==> src/common/cgc_pkg.sv <==
/*
 * Package for the counter gate control block: constants and carrier types.
 * Assumes nothing of its surroundings beyond a SystemVerilog compiler.
 */
package cgc_pkg;
    // ============================================================
    // Selector encodings and synchroniser reset value
    // ============================================================
    localparam logic [1:0] CGC_SRC_PIN      = 2'h0; // Gate from pin
    localparam logic [1:0] CGC_SRC_OVF8     = 2'h1; // 8-bit timer overflow
    localparam logic [1:0] CGC_SRC_OVFPER   = 2'h2; // Period timer overflow
    localparam logic [1:0] CGC_SRC_WDOG     = 2'h3; // Watchdog overflow
    localparam logic [1:0] CGC_CLK_CAPOSC   = 2'h3; // Cap-sense oscillator clock
    localparam logic [1:0] CGC_SYNC_RESET   = 2'h0; // Synchroniser reset value
    // ============================================================
    // Carrier types
    // ============================================================
    typedef struct packed {
        logic       counter_on;
        logic       gate_enable;
        logic       gate_polarity;
        logic       gate_toggle_enable;
        logic       gate_single_pulse_enable;
        logic [1:0] gate_source_select;
        logic [1:0] counter_clock_select;
        logic       gate_event_irq_enable;
        logic       watchdog_config_enable;
    } cgc_ctrl_t;
    typedef struct packed {
        logic pin;
        logic ovf8;
        logic ovfper;
        logic wdog;
    } cgc_src_t;
    // Single-pulse capture states, Gray from IDLE through ARMED to RUN
    typedef enum logic [1:0] {
        CGC_SP_IDLE  = 2'b00,
        CGC_SP_ARMED = 2'b01,
        CGC_SP_RUN   = 2'b11
    } cgc_sp_t;
endpackage

==> src/core/cgc_gate_ctrl.sv <==
/*
 * Counter gate control: qualifies run/stop of a 16-bit counter, holds the
 * toggle flip-flop, single-pulse arm, gate level status and event flag.
 * Assumes gate sources are asynchronous and software bits are in-domain.
 */
`timescale 1ns/100ps
`default_nettype none
module cgc_gate_ctrl
    import cgc_pkg::*;
(
    // Clock and reset
    input  wire logic      ref_clk,
    input  wire logic      reset,
    input  wire logic      clk_en,
    // Software control
    input  wire cgc_ctrl_t ctrl,
    input  wire logic      arm_set,
    input  wire logic      flag_clear,
    // Gate sources
    input  wire cgc_src_t  src,
    // Status and control outputs
    output logic           gate_pulse_arm,
    output logic           gate_level_value,
    output logic           gate_event_flag,
    output logic           gate_irq,
    output logic           count_enable,
    output logic           cap_osc_clock_sel,
    output logic           wdog_osc_run,
    output logic           wdog_reset_allowed
);
    // ============================================================
    // Source selection and synchroniser
    // ============================================================
    logic       src_raw;      // Selected raw gate source
    logic [1:0] sync_q;       // First two synchroniser stages
    logic       sync3_q;      // Third stage
    logic       gate_q;       // Filtered gate level
    logic       gate_rise;    // Incrementing edge of source
    logic       toggle_q;     // Toggle flip-flop
    logic       level_d;      // Gate control value before arm qualifier
    logic       level_q;      // Registered gate control value
    cgc_sp_t    sp_q;         // Single-pulse state

    // Multiplex the gate sources
    always_comb begin
        case (ctrl.gate_source_select)
            CGC_SRC_PIN:    src_raw = src.pin;
            CGC_SRC_OVF8:   src_raw = src.ovf8;
            CGC_SRC_OVFPER: src_raw = src.ovfper;
            CGC_SRC_WDOG:   src_raw = src.wdog;
            default:        src_raw = src.pin;
        endcase
    end

    // Three-stage synchroniser, change accepted when stages two and three agree
    always_ff @(posedge ref_clk or posedge reset) begin
        if (reset) begin
            sync_q  <= CGC_SYNC_RESET;
            sync3_q <= 1'b0;
            gate_q  <= 1'b0;
        end else if (clk_en) begin
            sync_q  <= {sync_q[0], src_raw ^ ctrl.gate_polarity};
            sync3_q <= sync_q[1];
            if (sync_q[1] == sync3_q) begin
                gate_q <= sync3_q;
            end
        end
    end
    assign gate_rise = (sync_q[1] == sync3_q) && sync3_q && !gate_q;

    // ============================================================
    // Toggle flip-flop
    // ============================================================
    // Inverts on each rising edge, held clear while toggle mode is off
    always_ff @(posedge ref_clk or posedge reset) begin
        if (reset) begin
            toggle_q <= 1'b0;
        end else if (clk_en) begin
            if (!ctrl.gate_toggle_enable) begin
                toggle_q <= 1'b0;
            end else if (gate_rise) begin
                toggle_q <= !toggle_q;
            end
        end
    end

    // Gate value seen by single-pulse and counter; toggle feeds pulse logic
    assign level_d = ctrl.gate_toggle_enable ? toggle_q : gate_q;

    // ============================================================
    // Single-pulse capture
    // ============================================================
    logic lvl_prev_q;   // Previous level for edge detection
    logic lvl_rise;     // Leading edge of level
    logic lvl_fall;     // Trailing edge of level
    assign lvl_rise = level_d && !lvl_prev_q;
    assign lvl_fall = !level_d && lvl_prev_q;

    always_ff @(posedge ref_clk or posedge reset) begin
        if (reset) begin
            lvl_prev_q <= 1'b0;
        end else if (clk_en) begin
            lvl_prev_q <= level_d;
        end
    end

    // Arm, run on leading edge, auto-disarm on trailing edge
    always_ff @(posedge ref_clk or posedge reset) begin
        if (reset) begin
            sp_q <= CGC_SP_IDLE;
        end else if (clk_en) begin
            if (!ctrl.gate_single_pulse_enable) begin
                sp_q <= CGC_SP_IDLE;
            end else begin
                case (sp_q)
                    CGC_SP_IDLE: begin
                        if (arm_set) begin
                            sp_q <= CGC_SP_ARMED;
                        end
                    end
                    CGC_SP_ARMED: begin
                        if (lvl_rise) begin
                            sp_q <= CGC_SP_RUN;
                        end
                    end
                    CGC_SP_RUN: begin
                        if (lvl_fall) begin
                            sp_q <= CGC_SP_IDLE;
                        end
                    end
                    default: sp_q <= CGC_SP_IDLE;
                endcase
            end
        end
    end

    // ============================================================
    // Status, event flag and counter qualification
    // ============================================================
    // Gate control value; live regardless of gate_enable
    always_ff @(posedge ref_clk or posedge reset) begin
        if (reset) begin
            level_q <= 1'b0;
        end else if (clk_en) begin
            if (ctrl.gate_single_pulse_enable) begin
                level_q <= level_d && (sp_q == CGC_SP_RUN || lvl_rise && sp_q == CGC_SP_ARMED);
            end else begin
                level_q <= level_d;
            end
        end
    end

    // Outputs straight from flops
    always_ff @(posedge ref_clk or posedge reset) begin
        if (reset) begin
            gate_level_value   <= 1'b0;
            gate_pulse_arm     <= 1'b0;
            count_enable       <= 1'b0;
            cap_osc_clock_sel  <= 1'b0;
            wdog_osc_run       <= 1'b0;
            wdog_reset_allowed <= 1'b0;
        end else if (clk_en) begin
            gate_level_value  <= level_q;
            gate_pulse_arm    <= (sp_q != CGC_SP_IDLE);
            // Off, free running, or gated
            count_enable      <= ctrl.counter_on &&
                                 (!ctrl.gate_enable || level_q);
            cap_osc_clock_sel <= (ctrl.counter_clock_select == CGC_CLK_CAPOSC);
            wdog_osc_run      <= ctrl.watchdog_config_enable ||
                                 (ctrl.gate_enable &&
                                  ctrl.gate_source_select == CGC_SRC_WDOG);
            wdog_reset_allowed <= ctrl.watchdog_config_enable;
        end
    end

    // Event flag set on falling gate value; set wins over clear
    always_ff @(posedge ref_clk or posedge reset) begin
        if (reset) begin
            gate_event_flag <= 1'b0;
            gate_irq        <= 1'b0;
        end else if (clk_en) begin
            if (gate_level_value && !level_q) begin
                gate_event_flag <= 1'b1;
            end else if (flag_clear) begin
                gate_event_flag <= 1'b0;
            end
            gate_irq <= gate_event_flag && ctrl.gate_event_irq_enable;
        end
    end

    // ============================================================
    // Assertions
    // ============================================================
    toggle_held_a: assert property (@(posedge ref_clk) disable iff (reset)
        clk_en && !ctrl.gate_toggle_enable |=> !toggle_q)
        else $error("toggle flop not held clear");
    toggle_flip_a: assert property (@(posedge ref_clk) disable iff (reset)
        clk_en && ctrl.gate_toggle_enable && gate_rise |=> toggle_q != $past(toggle_q))
        else $error("toggle flop did not invert");
    arm_clear_a: assert property (@(posedge ref_clk) disable iff (reset)
        clk_en && !ctrl.gate_single_pulse_enable ##1 clk_en |=> !gate_pulse_arm)
        else $error("arm not cleared with single-pulse off");
    disarm_edge_a: assert property (@(posedge ref_clk) disable iff (reset)
        clk_en && ctrl.gate_single_pulse_enable && sp_q == CGC_SP_RUN && lvl_fall
        |=> sp_q == CGC_SP_IDLE)
        else $error("no disarm on trailing edge");
    arm_start_a: assert property (@(posedge ref_clk) disable iff (reset)
        clk_en && ctrl.gate_single_pulse_enable && sp_q == CGC_SP_ARMED && lvl_rise
        |=> sp_q == CGC_SP_RUN)
        else $error("armed capture did not start");
    counter_off_a: assert property (@(posedge ref_clk) disable iff (reset)
        clk_en && !ctrl.counter_on |=> !count_enable)
        else $error("counter runs while off");
    counter_free_a: assert property (@(posedge ref_clk) disable iff (reset)
        clk_en && ctrl.counter_on && !ctrl.gate_enable |=> count_enable)
        else $error("counter not free running");
    event_flag_a: assert property (@(posedge ref_clk) disable iff (reset)
        $fell(gate_level_value) |-> gate_event_flag)
        else $error("event flag missed falling gate");
    cap_clock_a: assert property (@(posedge ref_clk) disable iff (reset)
        clk_en && ctrl.counter_clock_select == CGC_CLK_CAPOSC |=> cap_osc_clock_sel)
        else $error("cap oscillator clock not selected");
    wdog_run_a: assert property (@(posedge ref_clk) disable iff (reset)
        clk_en && ctrl.gate_enable && ctrl.gate_source_select == CGC_SRC_WDOG
        |=> wdog_osc_run)
        else $error("watchdog oscillator not running for gate");
endmodule
`default_nettype wire

==> config.mk <==
export PLATFORM = sky130hd
export DESIGN_NAME = cgc_gate_ctrl
export DESIGN_NICKNAME = d
export VERILOG_FILES = /design/src/common/cgc_pkg.sv /design/src/core/cgc_gate_ctrl.sv
export SDC_FILE = /design/constraint.sdc
export NUM_CORES = 1
export LEC_CHECK = 0
export ABC_AREA = 1
export BUFFER_PORTS_ARGS = -buffer_cell sky130_fd_sc_hd__clkbuf_2
export CAP_MARGIN = 10
export CORE_UTILIZATION = 52
export CTS_BUF_LIST = sky130_fd_sc_hd__clkbuf_16
export CTS_CLUSTER_SIZE = 12
export DETAILED_ROUTE_END_ITERATION = 10
export PLACE_DENSITY = 0.82
export SLEW_MARGIN = 20
export SYNTH_ARGS = -nofsm -noshare
export SYNTH_HDL_FRONTEND = slang
export SYNTH_SLANG_ARGS = --single-unit
==> constraint.sdc <==
create_clock -name ref_clk -period 2.5 [get_ports ref_clk]
set_clock_uncertainty 0.2 [all_clocks]
set_input_delay 0.25 -clock ref_clk [delete_from_list [all_inputs] [get_ports ref_clk]]
set_output_delay 0.25 -clock ref_clk [all_outputs]
set_load 0.02 [all_outputs]
## After elaboration in Yosys (flattened, before gate mapping)

Index checks and enable logic that the tools add are counted.

- Register bits: 17
- Input port bits: 20
- Word-level logic and storage cells: 66

- Bitwise gates (word level): 1
- Multiplexer cells: 12
- Reduce and logical (&&, ||, !) cells: 27
- Eq/ne operators: 11

Operators with widths:

| operator | count |
|---|---|
| logical AND 1 bit | 10 |
| != test 3 bit (second input constant) | 3 |
| equality test 2 bit (second input constant) | 4 |
| two-way mux 2 bit | 4 |
| logical NOT 1 bit | 6 |
| two-way mux 1 bit | 6 |
| one-hot mux 2 bit (3 select lines) | 1 |
| AND reduction 2 bit | 3 |
| equality test 2 x 1 -> 1 bit (second input constant) | 2 |
| logical NOT 2 bit | 2 |
| one-hot mux 1 bit (4 select lines) | 1 |
| AND reduction 4 bit | 1 |
| nonzero test 2 bit | 2 |
| logical OR 1 bit | 3 |
| != test 2 x 1 -> 1 bit (second input constant) | 1 |
| equality test 1 bit | 1 |
| bitwise XOR 1 bit | 1 |

## Longest topological paths before layout

- Depth after elaboration: 6
- Gate-level depth with buffers: 7
- Mapped depth without buffers: 7

## Least setup slack after synthesis

Ideal clock, no wire load.

- Path kind: flip-flop to flip-flop
- Start point: reg sp_q[1]
- End point: reg sp_q[1]
- Arrival: 843 ps
- Cell stages (with the launch flop): 7
- Setup slack: 1340 ps
- Required time: 2183 ps
- Setup time: 117 ps
- Cell sequence: dfrtp_1 inv_1 nand2_1 nor2_1 nand2_1 nand4_1 nand2_1

- Longest elaborated chain between the ends: 3
- Elaborated cells between the ends (all ways): 9

RTL lines:

| what | line | text |
|---|---|---|
| start, declared | cgc_gate_ctrl.sv:42 | `cgc_sp_t sp_q;` |
| start signal, assigned | cgc_gate_ctrl.sv:110 | `sp_q <= CGC_SP_IDLE;` |
| start signal, assigned | cgc_gate_ctrl.sv:113 | `sp_q <= CGC_SP_IDLE;` |
| start signal, assigned | cgc_gate_ctrl.sv:118 | `sp_q <= CGC_SP_ARMED;` |
| equality test 2 bit, or another cell as far along | cgc_gate_ctrl.sv:115 | `case (sp_q)` |
| != test 3 bit (no source line) or one-hot mux 2 bit (3 select lines) (tied branches) | -- |  |
| AND reduction 4 bit (no source line) or two-way mux 2 bit (tied branches) | -- |  |

Parallel ways exist; a longest one is shown, timed or not.
A chain may end at the register's enable or synchronous reset.

## Worst setup path in the final report

Ends and elaborated chain as after synthesis.

==> impl_results.md <==
- Status: finished clean
- 1st-iter DRT viols: 18
- Syn Nets: between 100 and 150
- Wirelength per Cell: 12.3 um
- Max-Slew Margin vs Limit: 56.8%
- Dpl cells: 147
- Largest net degree at the start of global routing: 18
- Reg clk slew, reported paths: roughly 50 ps
- Main combinational cell family by area after synthesis: simple AND/OR/NAND/NOR gates
- Die Area: 1780 um2
- # fillers: around 120
- Final count of hold timing violations: 0
- Num rows: 14
- Max Transition Viols Final: 0
- Vias: 813
- Post-synthesis mux area share: 0%
- Cell count after synthesis: 106
- Synth area leaders: dfrtp_1, nand2_1, nand3_1
- Switch Pwr: approximately 0.00030 W
- Initial Util: about 56%
- First-pass GRT wire length: 3270 um
- Fin nets: 158
- Htree depth: 1
- Area share of the largest cell type after synthesis: 50.5%
- Max VDD drop: 0.555 mV
- CTS resizes: 0
- Max FO, Critical Path: 4
- Highest clock rate: 762 MHz
- Core area: 1510 um2
- Post-synthesis adder-cell area fraction: 1.49%
- Yosys cell types: 21
- Worst Setup SP: sp_q[1]$_DFFE_PP0P_
- Fin crit period: 1310 ps
- Compound-Gate Fraction of Synth Area: 9.81%
- Area leader, netlist: dfrtp_1
- Yosys warns: 0
- HP Class: input pin to flip-flop
- Ant. Diodes: 0
- Power per cell area: 870 nW/um2
- Layout Cells excl Fill: 152
- Int Pwr: ~0.00064 W
- Clock Latency Late Sink: 250 ps
- Post-synth ARST share: 100%
- Drt drc: 0
- Simple-gate share of the synthesized area: 30.0%
- EDFF count, synth: 0
- Leak Pwr: 0.599 nW
- Fin Setup TNS: 0 ps
- IO Port Bufs: 27
- Vert. Die Dim: between 40 and 50 um
- Synth top cells by count: nand2_1, dfrtp_1, inv_1
- Layout cell share with drive strength beyond 1: roughly a quarter
- # Max-Cap Violations: 0
- Syn avg cell area: 7.94 um2
- Combinational share of power: about 25%
- Register share of total power: 41.3%
- Drt total wl: around 1900 um
- Synth Register Bits: 17
- Initial antenna violation count: 0
- Vias/cell: 5.35
- Vias in the first global route: 798
- Area growth from synthesis to layout: 27.6%
- Total track usage: 24.7%
- Pre-antenna DRT Iters: 4
- Design Area, Final: 1070 um2
- Min-delay src: ctrl[9]
- Most common flop cell mapped by yosys: dfrtp_1
- R2R Path Start: sp_q[1]$_DFFE_PP0P_
- WS Path Type: flip-flop to flip-flop
- Postcts setup bufs: 0
- Sink Count: 17
- RD Place Congestion: 0.711
- Sequential-to-total area share from yosys stat: 50.5%
- Crit share post-route: between 50% and 60%
- Io pins: 28
- Mapped Area: 842 um2
- Die X: 42.2 um
- Setup crit end kind: flip-flop
- Critical Path Source Type: flip-flop
- Worst EP arrival: 1250 ps
- Routed Antenna Nets: 0
- Post-Synth XOR/XNOR Area: 0%
- WP data required: 2440 ps
- Gr ovfl total: 0
- Placed Area: 985 um2
- Clock Path Buffers: 2
- Total CTS buffers: 3
- Cell with the most instances after synthesis: nand2_1
- Final setup fails: 0
- Setup repair after global routing missed its margin: false
- CTS tree: yes
- Slew @ Worst Pin: 648 ps
- Final HPWL DP: ~1300 um
- Clock power frac: 34.0%
- Clk root buf: clkbuf_16
- Sw Ratio: 31.9%
- Hold buffers post-CTS: 1
per-layer routing:
metal / vias up / track usage [%] / routed length, um
met5: - / 0 / 0
met4: 0 / 10.0 / 18
met3: 2 / 5.17 / 110
met2: 28 / 40.6 / 958
met1: 377 / 31.8 / 778
li1: 406 / - / -
registers in the layout, summed over array words and instances (netlist names):
| signal | flops |
|---|---|
| gate_level_value | 1 |
| gate_event_flag | 1 |
| count_enable | 1 |
| sync3_q | 1 |
| gate_irq | 1 |
| sync_q | 2 |
| wdog_reset_allowed | 1 |
| wdog_osc_run | 1 |
| gate_q | 1 |
| lvl_prev_q | 1 |
| sp_q | 2 |
| toggle_q | 1 |
| cap_osc_clock_sel | 1 |
| level_q | 1 |
| gate_pulse_arm | 1 |
cell families after synthesis:
logic type                 after synthesis
AOI/OAI and AO/OA                       13
adders and majority gates                1
buffers and inverters                   17
DFF                                     17
and+or+nand+nor                         58
cells in the final DEF (no fill, tap or decap), drive strengths merged:
master	count
o21ai	6
clkbuf	30
ha	1
nor2	14
a211oi	1
o22ai	1
a31oi	1
nand4	3
nand3b	1
inv	15
a22o	1
clkinv	1
dlygate4sd3	1
nand2	27
dfrtp	17
a21oi	3
nand3	13
critical path, cell delays in order, from the launching register on:
cell	delay, ps
dfrtp_1	410
inv_1	60
nand2_1	90
nor2_1	150
nand2_1	120
nand4_1	110
nand2_1	50
worst paths after layout:
kind                                                 end  slack (ps)  depth (start not counted)
max                                  sp_q[1]$_DFFE_PP0P_        1190                          6
min                             count_enable$_DFFE_PP0P_           7                          2
max reg2reg                          sp_q[1]$_DFFE_PP0P_        1190                          6
min reg2reg                         gate_irq$_DFFE_PP0P_         290                          2
max in group asynchronous          sync_q[0]$_DFFE_PP0P_        1250                          3
min in group asynchronous  cap_osc_clock_sel$_DFFE_PP0P_         430                          3
power groups by stage:
stage,Clock (W),Sequential (W),Combinational (W)
finish,0.000318,0.000386,0.000232
CTS,0.000322,0.000386,0.000232
floorplan,0,0.000410,0.000128
global route,0.000330,0.000394,0.000263
global placement,0,0.000385,0.000219
detailed placement,0,0.000388,0.000225
area by class of cell:
class,count,area (um2),share of cell area [%]
sequential,17,425,39.6
tap,16,20.0,1.86
inverter,15,56.3,5.24
timing repair buffer,28,145,13.5
clock buffer,3,75.1,6.98
multi-input combinational,72,348,32.4
clock inverter,1,5.00,0.466
per-stage QoR:
stage               worst slack (ps)  power (W)  hold slack (ps)  utilization [%]
floorplan                       1340   0.000538            -23.9                -
global placement                1130   0.000604              139             65.4
detailed placement              1090   0.000613              150             65.4
CTS                             1200   0.000940             9.03             71.3
global route                    1070   0.000987             14.9             71.3
finish                          1190   0.000935             6.81             71.3
(Power assumes the default switching activity.)
